### src/core/cq_sideband_pkg.sv
// Purpose: Shared constants for the request sideband framer
// Assumes: 256-bit maximum data path, 85-bit sideband word
// Notes: Lane mask function serves both the enables and the parity
package cq_sideband_pkg;

	// Data path geometry
	localparam int DATA_WIDTH = 256;
	localparam int LANE_COUNT = 32;
	localparam int DWORD_COUNT = 8;
	localparam int SIDEBAND_WIDTH = 85;

	// Sideband field positions
	localparam int SB_HEAD_LSB = 0;
	localparam int SB_TAIL_LSB = 4;
	localparam int SB_BYTE_EN_LSB = 8;
	localparam int SB_SOP_BIT = 40;
	localparam int SB_ABORT_BIT = 41;
	localparam int SB_HINT_BIT = 42;
	localparam int SB_HINT_TYPE_LSB = 43;
	localparam int SB_STEER_LSB = 45;
	localparam int SB_PARITY_LSB = 53;

	// Data path width codes held in the control register
	localparam logic [1:0] WIDTH_64 = 2'h0;
	localparam logic [1:0] WIDTH_128 = 2'h1;
	localparam logic [1:0] WIDTH_256 = 2'h2;

	// Register byte offsets
	localparam logic [11:0] CTRL_OFFSET = 12'h000;
	localparam logic [11:0] STATUS_OFFSET = 12'h004;
	localparam logic [11:0] ERROR_OFFSET = 12'h008;

	// Control register fields
	localparam int CTRL_WIDTH_LSB = 0;
	localparam int CTRL_ENDPOINT_BIT = 2;
	localparam logic [1:0] CTRL_WIDTH_RESET = 2'h2;
	localparam logic CTRL_ENDPOINT_RESET = 1'b1;

	// Status register fields
	localparam int STATUS_PKT_LSB = 0;
	localparam int STATUS_ABORT_LSB = 16;
	localparam logic [15:0] COUNT_RESET = 16'h0000;

	// Error register fields
	localparam int ERROR_STICKY_BIT = 0;

	// Byte lanes live for a width code
	function automatic logic [31:0] lane_mask(input logic [1:0] width_code);
		case (width_code)
			WIDTH_64: lane_mask = 32'h000000FF;
			WIDTH_128: lane_mask = 32'h0000FFFF;
			default: lane_mask = 32'hFFFFFFFF;
		endcase
	endfunction

endpackage

### src/core/payload_byte_mask.sv
// Purpose: Per-byte payload enables for one beat
// Assumes: Source marks payload dwords; header masks valid on the beat
// Notes: Purely combinational leaf
`timescale 1ns/1ps
module payload_byte_mask (
	input wire logic [7:0] payload_dwords,
	input wire logic first_payload_beat,
	input wire logic last_payload_beat,
	input wire logic [3:0] head_mask,
	input wire logic [3:0] tail_mask,
	input wire logic force_all_ones,
	input wire logic zero_length,
	input wire logic [31:0] lanes,
	output logic [31:0] byte_enable
);

	// Expand dwords, trim the first and last payload dword
	always_comb begin
		logic found;
		logic [31:0] be;
		found = 1'b0;
		be = '0;
		for (int i = 0; i < cq_sideband_pkg::DWORD_COUNT; i++) begin
			if (payload_dwords[i]) begin
				be[i*4 +: 4] = 4'hF;
			end
		end
		if (!force_all_ones) begin
			for (int i = 0; i < cq_sideband_pkg::DWORD_COUNT; i++) begin
				if (payload_dwords[i] && !found && first_payload_beat) begin
					be[i*4 +: 4] = be[i*4 +: 4] & head_mask;
				end
				if (payload_dwords[i]) begin
					found = 1'b1;
				end
			end
			found = 1'b0;
			// Tail mask is zero for single-dword payloads
			for (int i = cq_sideband_pkg::DWORD_COUNT - 1; i >= 0; i--) begin
				if (payload_dwords[i] && !found && last_payload_beat && tail_mask != 4'h0) begin
					be[i*4 +: 4] = be[i*4 +: 4] & tail_mask;
				end
				if (payload_dwords[i]) begin
					found = 1'b1;
				end
			end
		end
		if (zero_length) begin
			be = '0;
		end
		byte_enable = be & lanes;
	end

endmodule

### src/core/byte_odd_parity.sv
// Purpose: Odd parity for each byte of the data bus
// Assumes: Unused lanes masked by the caller's lane mask
// Notes: Purely combinational leaf
`timescale 1ns/1ps
module byte_odd_parity (
	input wire logic [255:0] data,
	input wire logic [31:0] lanes,
	output logic [31:0] parity
);

	// Parity bit makes each byte plus bit odd
	always_comb begin
		parity = '0;
		for (int i = 0; i < cq_sideband_pkg::LANE_COUNT; i++) begin
			parity[i] = ~^data[i*8 +: 8] & lanes[i];
		end
	end

endmodule

### src/core/completer_request_sideband.sv
// Purpose: Frames request beats with their 85-bit sideband word
// Assumes: Internal source on pclk; APB slave for control and status
// Notes: Output stage plus one skid entry keeps ready registered
//
// Functional notes
// - Head dword byte mask in bits 3:0
// - Tail dword byte mask in bits 7:4
// - Atomics and payload messages force masks ones
// - Masks valid only on first valid beat
// - Bits 39:8 mark payload bytes, never descriptor
// - Enables contiguous beyond two dwords of payload
// - Zero-length write drives all enables low
// - Upper enables zero on narrow data paths
// - Bit 40 marks the first beat
// - Bit 41 flags payload read error, last beat
// - Abort never without payload, only on last
// - Endpoint reports payload errors as AER event
// - Bit 42 flags a hint, first beat
// - Bits 44:43 carry hint type, first beat
// - Bits 52:45 carry steering value, first beat
// - Bits 84:53 odd parity per data byte
// - Unused upper parity bits held at zero
// - Sideband 85 bits, meaningful while valid
// - Transfer on valid and ready; hold when stalled
`timescale 1ns/1ps
module completer_request_sideband (
	input wire logic pclk,
	input wire logic presetn,
	// APB slave
	input wire logic psel,
	input wire logic penable,
	input wire logic pwrite,
	input wire logic [11:0] paddr,
	input wire logic [31:0] pwdata,
	output logic [31:0] prdata,
	output logic pready,
	output logic pslverr,
	// Internal request source
	input wire logic source_valid,
	output logic source_ready,
	input wire logic [255:0] source_data,
	input wire logic source_last,
	input wire logic [7:0] source_payload_dwords,
	input wire logic source_first_payload_beat,
	input wire logic source_last_payload_beat,
	input wire logic source_has_payload,
	input wire logic source_zero_length,
	input wire logic source_force_masks,
	input wire logic source_fifo_error,
	input wire logic [3:0] head_dword_byte_mask,
	input wire logic [3:0] tail_dword_byte_mask,
	input wire logic source_hint_present,
	input wire logic [1:0] source_hint_type,
	input wire logic [7:0] hint_steering_value,
	// Request stream to user logic
	output logic request_valid,
	input wire logic request_ready,
	output logic [255:0] request_data_bus,
	output logic request_last_beat,
	output logic [84:0] request_sideband_bus,
	// Error report toward the link error logic
	output logic aer_payload_error
);

	typedef enum logic [1:0] {
		PKT_START = 2'b00,
		PKT_BODY = 2'b01
	} packet_state_type;

	// Control and status state
	logic [1:0] width_code;
	logic endpoint_mode;
	logic [15:0] pkt_count;
	logic [15:0] abort_count;
	logic error_sticky;
	logic [1:0] next_width_code;
	logic next_endpoint_mode;
	logic [15:0] next_pkt_count;
	logic [15:0] next_abort_count;
	logic next_error_sticky;
	logic [31:0] next_prdata;
	logic next_pready;
	logic next_pslverr;
	logic next_aer_payload_error;

	// Packet tracking state
	packet_state_type pkt_state;
	packet_state_type next_pkt_state;
	logic err_seen;
	logic next_err_seen;
	logic has_payload;
	logic next_has_payload;

	// Output stage and skid entry
	logic skid_valid;
	logic [255:0] skid_data;
	logic skid_last;
	logic [84:0] skid_sideband;
	logic next_skid_valid;
	logic [255:0] next_skid_data;
	logic next_skid_last;
	logic [84:0] next_skid_sideband;
	logic next_request_valid;
	logic [255:0] next_request_data_bus;
	logic next_request_last_beat;
	logic [84:0] next_request_sideband_bus;
	logic next_source_ready;

	// Beat being framed
	logic accept;
	logic out_free;
	logic sop;
	logic [31:0] lanes;
	logic [255:0] beat_data;
	logic [31:0] beat_byte_en;
	logic [31:0] beat_parity;
	logic [84:0] beat_sideband;
	logic abort_now;
	logic out_fire;

	assign lanes = cq_sideband_pkg::lane_mask(width_code);
	assign accept = source_valid & source_ready;
	assign out_free = !request_valid | request_ready;
	assign out_fire = request_valid & request_ready;
	assign sop = pkt_state == PKT_START;

	// Narrow paths hold the unused data lanes at zero
	always_comb begin
		beat_data = source_data;
		for (int i = 0; i < cq_sideband_pkg::LANE_COUNT; i++) begin
			if (!lanes[i]) begin
				beat_data[i*8 +: 8] = 8'h00;
			end
		end
	end

	payload_byte_mask u_byte_mask (
		.payload_dwords(source_payload_dwords),
		.first_payload_beat(source_first_payload_beat),
		.last_payload_beat(source_last_payload_beat),
		.head_mask(head_dword_byte_mask),
		.tail_mask(tail_dword_byte_mask),
		.force_all_ones(source_force_masks),
		.zero_length(source_zero_length),
		.lanes(lanes),
		.byte_enable(beat_byte_en)
	);

	byte_odd_parity u_parity (
		.data(beat_data),
		.lanes(lanes),
		.parity(beat_parity)
	);

	// Abort only on the last beat of a packet that carries payload
	assign abort_now = source_last & (err_seen | source_fifo_error) & (has_payload
		| (sop & source_has_payload));

	// Assemble the sideband word for this beat
	always_comb begin
		beat_sideband = '0;
		if (sop) begin
			if (source_force_masks) begin
				beat_sideband[cq_sideband_pkg::SB_HEAD_LSB +: 4] = 4'hF;
				beat_sideband[cq_sideband_pkg::SB_TAIL_LSB +: 4] = 4'hF;
			end else begin
				beat_sideband[cq_sideband_pkg::SB_HEAD_LSB +: 4] = head_dword_byte_mask;
				beat_sideband[cq_sideband_pkg::SB_TAIL_LSB +: 4] = tail_dword_byte_mask;
			end
			beat_sideband[cq_sideband_pkg::SB_SOP_BIT] = 1'b1;
			beat_sideband[cq_sideband_pkg::SB_HINT_BIT] = source_hint_present;
			if (source_hint_present) begin
				beat_sideband[cq_sideband_pkg::SB_HINT_TYPE_LSB +: 2] = source_hint_type;
				beat_sideband[cq_sideband_pkg::SB_STEER_LSB +: 8] = hint_steering_value;
			end
		end
		beat_sideband[cq_sideband_pkg::SB_BYTE_EN_LSB +: 32] = beat_byte_en;
		beat_sideband[cq_sideband_pkg::SB_ABORT_BIT] = abort_now;
		beat_sideband[cq_sideband_pkg::SB_PARITY_LSB +: 32] = beat_parity;
	end

	// Packet boundary and error accumulation on accepted beats
	always_comb begin
		next_pkt_state = pkt_state;
		next_err_seen = err_seen;
		next_has_payload = has_payload;
		if (accept) begin
			if (source_last) begin
				next_pkt_state = PKT_START;
				next_err_seen = 1'b0;
				next_has_payload = 1'b0;
			end else begin
				next_pkt_state = PKT_BODY;
				next_err_seen = err_seen | source_fifo_error;
				next_has_payload = has_payload | (sop & source_has_payload);
			end
		end
	end

	always_ff @(posedge pclk or negedge presetn) begin
		if (!presetn) begin
			pkt_state <= PKT_START;
			err_seen <= 1'b0;
			has_payload <= 1'b0;
		end else begin
			pkt_state <= next_pkt_state;
			err_seen <= next_err_seen;
			has_payload <= next_has_payload;
		end
	end

	// Output stage: load, drain skid, or hold while stalled
	always_comb begin
		next_request_valid = request_valid;
		next_request_data_bus = request_data_bus;
		next_request_last_beat = request_last_beat;
		next_request_sideband_bus = request_sideband_bus;
		next_skid_valid = skid_valid;
		next_skid_data = skid_data;
		next_skid_last = skid_last;
		next_skid_sideband = skid_sideband;
		if (skid_valid && out_free) begin
			next_request_valid = 1'b1;
			next_request_data_bus = skid_data;
			next_request_last_beat = skid_last;
			next_request_sideband_bus = skid_sideband;
			next_skid_valid = 1'b0;
		end else if (accept && out_free) begin
			next_request_valid = 1'b1;
			next_request_data_bus = beat_data;
			next_request_last_beat = source_last;
			next_request_sideband_bus = beat_sideband;
		end else if (accept) begin
			next_skid_valid = 1'b1;
			next_skid_data = beat_data;
			next_skid_last = source_last;
			next_skid_sideband = beat_sideband;
		end else if (request_ready) begin
			next_request_valid = 1'b0;
		end
		// Output word only changes when the slot is free
		if (!out_free) begin
			next_request_data_bus = request_data_bus;
			next_request_sideband_bus = request_sideband_bus;
			next_request_last_beat = request_last_beat;
		end
		next_source_ready = !next_skid_valid;
	end

	always_ff @(posedge pclk or negedge presetn) begin
		if (!presetn) begin
			request_valid <= 1'b0;
			request_data_bus <= '0;
			request_last_beat <= 1'b0;
			request_sideband_bus <= '0;
			skid_valid <= 1'b0;
			skid_data <= '0;
			skid_last <= 1'b0;
			skid_sideband <= '0;
			source_ready <= 1'b0;
		end else begin
			request_valid <= next_request_valid;
			request_data_bus <= next_request_data_bus;
			request_last_beat <= next_request_last_beat;
			request_sideband_bus <= next_request_sideband_bus;
			skid_valid <= next_skid_valid;
			skid_data <= next_skid_data;
			skid_last <= next_skid_last;
			skid_sideband <= next_skid_sideband;
			source_ready <= next_source_ready;
		end
	end

	// Registers, counters, error report and APB answers
	always_comb begin
		logic abort_out;
		abort_out = out_fire & request_sideband_bus[cq_sideband_pkg::SB_ABORT_BIT];
		next_width_code = width_code;
		next_endpoint_mode = endpoint_mode;
		next_pkt_count = pkt_count;
		next_abort_count = abort_count;
		next_error_sticky = error_sticky;
		next_prdata = prdata;
		next_pslverr = 1'b0;
		next_pready = psel & !penable;
		next_aer_payload_error = abort_out & endpoint_mode;
		if (out_fire && request_last_beat) begin
			next_pkt_count = pkt_count + 16'h0001;
		end
		if (abort_out) begin
			next_abort_count = abort_count + 16'h0001;
		end
		// Setup phase: prepare read data and error answer
		if (psel && !penable) begin
			next_prdata = '0;
			case (paddr)
				cq_sideband_pkg::CTRL_OFFSET: begin
					next_prdata[cq_sideband_pkg::CTRL_WIDTH_LSB +: 2] = width_code;
					next_prdata[cq_sideband_pkg::CTRL_ENDPOINT_BIT] = endpoint_mode;
				end
				cq_sideband_pkg::STATUS_OFFSET: begin
					next_prdata[cq_sideband_pkg::STATUS_PKT_LSB +: 16] = pkt_count;
					next_prdata[cq_sideband_pkg::STATUS_ABORT_LSB +: 16] = abort_count;
				end
				cq_sideband_pkg::ERROR_OFFSET: begin
					next_prdata[cq_sideband_pkg::ERROR_STICKY_BIT] = error_sticky;
				end
				default: begin
					next_pslverr = 1'b1;
				end
			endcase
		end
		// Access phase write; status counters are read-only
		if (psel && penable && pready && pwrite) begin
			if (paddr == cq_sideband_pkg::CTRL_OFFSET) begin
				next_width_code = pwdata[cq_sideband_pkg::CTRL_WIDTH_LSB +: 2];
				next_endpoint_mode = pwdata[cq_sideband_pkg::CTRL_ENDPOINT_BIT];
			end
			if (paddr == cq_sideband_pkg::ERROR_OFFSET
				&& pwdata[cq_sideband_pkg::ERROR_STICKY_BIT]) begin
				next_error_sticky = 1'b0;
			end
		end
		// A new abort beats a clear in the same cycle
		if (abort_out) begin
			next_error_sticky = 1'b1;
		end
	end

	always_ff @(posedge pclk or negedge presetn) begin
		if (!presetn) begin
			width_code <= cq_sideband_pkg::CTRL_WIDTH_RESET;
			endpoint_mode <= cq_sideband_pkg::CTRL_ENDPOINT_RESET;
			pkt_count <= cq_sideband_pkg::COUNT_RESET;
			abort_count <= cq_sideband_pkg::COUNT_RESET;
			error_sticky <= 1'b0;
			prdata <= '0;
			pready <= 1'b0;
			pslverr <= 1'b0;
			aer_payload_error <= 1'b0;
		end else begin
			width_code <= next_width_code;
			endpoint_mode <= next_endpoint_mode;
			pkt_count <= next_pkt_count;
			abort_count <= next_abort_count;
			error_sticky <= next_error_sticky;
			prdata <= next_prdata;
			pready <= next_pready;
			pslverr <= next_pslverr;
			aer_payload_error <= next_aer_payload_error;
		end
	end

endmodule

### config.mk
export PLATFORM = sky130hd
export DESIGN_NAME = completer_request_sideband
export DESIGN_NICKNAME = d
export VERILOG_FILES = /design/src/core/cq_sideband_pkg.sv /design/src/core/payload_byte_mask.sv /design/src/core/byte_odd_parity.sv /design/src/core/completer_request_sideband.sv
export SDC_FILE = /design/constraint.sdc
export NUM_CORES = 2
export LEC_CHECK = 0
export ABC_AREA = 1
export BUFFER_PORTS_ARGS = -buffer_cell sky130_fd_sc_hd__buf_2
export CAP_MARGIN = 30
export CORE_MARGIN = 2
export CORE_UTILIZATION = 25
export DETAILED_ROUTE_END_ITERATION = 10
export HOLD_SLACK_MARGIN = 0.06
export MAX_ROUTING_LAYER = met4
export PLACE_DENSITY = 0.52
export REMOVE_ABC_BUFFERS = 1
export SETUP_SLACK_MARGIN = 0.05
export SYNTH_ARGS = -nofsm -noshare
export SYNTH_HDL_FRONTEND = slang
export SYNTH_SLANG_ARGS = --single-unit
### constraint.sdc
create_clock -name pclk -period 2.9 [get_ports pclk]
set_clock_uncertainty 0.15 [all_clocks]
set_input_delay 0.58 -clock pclk [delete_from_list [all_inputs] [get_ports pclk]]
set_output_delay 0.58 -clock pclk [all_outputs]
set_load 0.03 [all_outputs]
==> results.json <==
{
  "placed_cell_area_mm2": 0.0423,
  "finalHoldViolations": 0,
  "stdcell_area_mm2": 0.0473,
  "yosys_warnings": 0,
  "postRouteAntennaNets": 0,
  "rsz0062_at_grt": "false",
  "worst_setup_path_end_kind": "register",
  "cp-start-kind": "register",
  "fp-row-count": 139,
  "period_share_pct": 82.1,
  "grt_pass1_vias": 32590,
  "cp_max_fo": 65,
  "pin_count": 720,
  "cts_sinks": 761,
  "area_delta_synth_final_pct": 30.4,
  "synth_seq_cells": 761,
  "dp_hpwl_um": 86100,
  "cts-root-buf": "clkbuf_16",
  "core_area_mm2": 0.144,
  "synth_area_leader_cell": "dfrtp_1",
  "fp.dieW_um": 385,
  "final_cell_mix": "nand2_1, dfrtp_1, buf_2",
  "vdd_drop_max_uv": 452,
  "syn_inst": 4703,
  "io_buffers": 690,
  "clockBufferDepth": 3,
  "fin_crit_ps": 2380,
  "multi_input_area_mm2": 0.0151,
  "finalWirelength_um": 127000,
  "drv_cap": 0,
  "drive_gt1_share_pct": 17.3,
  "synth_area_leaders": "dfrtp_1, nand2_1, o21ai_0",
  "avgSynthCellArea_um2": 7.71,
  "regArea_mm2": 0.0190,
  "drtIter0Drc": 2028,
  "worst_pin_slew_ps": 810,
  "viasPerCell": 4.48,
  "clock_latency_ps": 690,
  "first_pass_iters": 6,
  "gp_congestion": 0.870,
  "ys_types": 32,
  "tritoncts": "done",
  "relSlewSlack_pct": 46.0,
  "fin_util_pct": 32.9,
  "fmax_mhz": 420,
  "initial_core_util_pct": 25.2,
  "post_drt_wl_per_cell_um": 17.0,
  "arrival_ps": 2800,
  "post_cts_buffers": 0,
  "hold_class": "input pin to register",
  "overflow": 0,
  "setup_violations": 0,
  "grt_max_degree": 132,
  "power_uw": 37300,
  "fillCellCount": 15212,
  "htreeDepth": 3,
  "via_count": 33551,
  "route.detailed.drc": 0,
  "grt_pass1_wl_um": 195000,
  "drv_slew": 0,
  "synth_top_area_share_pct": 52.4,
  "fp.dieH_um": 385,
  "status": "finished clean",
  "leakagePower_uw": 0.0240,
  "finalNetCount": 5843,
  "antenna_found_initial": 17,
  "mostFrequentLayoutCell": "nand2_1",
  "pwr_density_cell_mw_per_mm2": 789,
  "cts_buffers": 91,
  "synth_area_mm2": 0.0363,
  "ys_seq_area_share_pct": 52.5,
  "die_area_mm2": 0.148,
  "track_usage_pct": 17.3,
  "cts.clk_slew.worst_paths_ps": 60,
  "fin_cells": 7493,
  "place_inst": 7128,
  "crit_required_ps": 3320,
  "crit_type": "register to register"
}
==> cells in the mapped netlist <==
cell,number
nand3_1,175
nor4_2,1
buf_4,6
dfstp_2,2
clkbuf_1,138
nor2_4,3
buf_2,106
nand4_1,12
nor4_1,2
nor2_1,592
o31ai_1,20
a31oi_1,11
nor3_2,4
o22ai_1,1
xor2_1,52
o21bai_1,3
o21ai_0,582
o21ai_1,138
inv_1,235
inv_2,9
nand2_1,1578
dfrtp_1,759
nor2_2,3
buf_1,18
ha_1,2
nor3_1,20
xnor2_1,81
nand3_2,2
clkinv_1,2
nand2_2,1
a21o_1,12
a21oi_1,133
==> report_power, final <==
group / internal, µW / switching [µW]
clock: 7190 / 4840
sequential: 13300 / 1620
combinational: 3180 / 7220
total: 23600 / 13700
==> final timing paths <==
check	from	end	slack [ps]	cells after the start
worst min register to register	skid_data[76]	skid_data[76]	310	2
worst max register to register	width_code[1]	request_sideband_bus[61]	520	12
min in group asynchronous	presetn	request_data_bus[230]	260	2
worst min-delay path	source_data[4]	skid_data[4]	120	3
max in group asynchronous	presetn	request_data_bus[240]	1360	3
worst max-delay path	width_code[1]	request_sideband_bus[61]	520	12
==> what timing repair did <==
| item | CTS | global route |
|---|---|---|
| endpoints found under the setup margin | 0 | 0 |
| resized for setup | 0 | 0 |
| endpoints found under the hold margin | 373 | 0 |
| hold buffers | 182 | 0 |
==> logic make-up after synthesis <==
family          share of synthesized area [%]
fa+ha+maj                              0.0690
flops                                    52.5
xor+xnor                                 3.21
buf+inv                                  5.75
simple gates                             25.8
compound gates                           12.7
==> sequential cells by signal, indices dropped and copies added (netlist names), 2 cells and up <==
name	cells
request_data_bus	256
skid_data	256
request_sideband_bus	85
skid_sideband	85
prdata	32
abort_count	16
pkt_count	16
width_code	2
==> per-layer routing <==
| layer | vias to the layer above | global-route usage, % | share of wire (%) |
|---|---|---|---|
| met5 | - | - | 0 |
| li1 | 16586 | - | - |
| met1 | 15935 | 22.3 | 44 |
| met4 | 0 | 5.22 | 2.9 |
| met3 | 195 | 3.26 | 5.5 |
| met2 | 835 | 27.6 | 47 |
==> through the flow <==
| step | setup TNS, ps | setup slack [ps] | hold slack [ps] |
|---|---|---|---|
| 5_1_grt | 0 | 243 | 85.7 |
| 4_1_cts | 0 | 469 | 61.9 |
| 3_3_place_gp | 0 | 354 | 298 |
| 3_5_place_dp | 0 | 336 | 303 |
| 2_1_floorplan | -4857950 | -9520 | 134 |
| 6_report | 0 | 519 | 124 |
==> worst max-delay path: stages (launching register included) <==
cell	delay, ps
dfstp_4	720
inv_1	110
nand2_2	90
buf_12	240
o21ai_0	190
nor2_1	120
nand2_1	70
nand2_1	70
nand2_1	50
nand3_1	150
nand2_1	70
nand2_1	70
nand2_1	50
==> area by class of cell <==
type                       count  area share, %
antenna                       14         0.0741
inverter                     246           2.01
sequential                   761           40.3
clock inverter                30          0.942
multi-input combinational   3428           32.0
tap                         1903           5.04
timing repair buffer         972           13.9
clock buffer                 139           5.73
No activity file was read; power rests on OpenSTA's default activity.
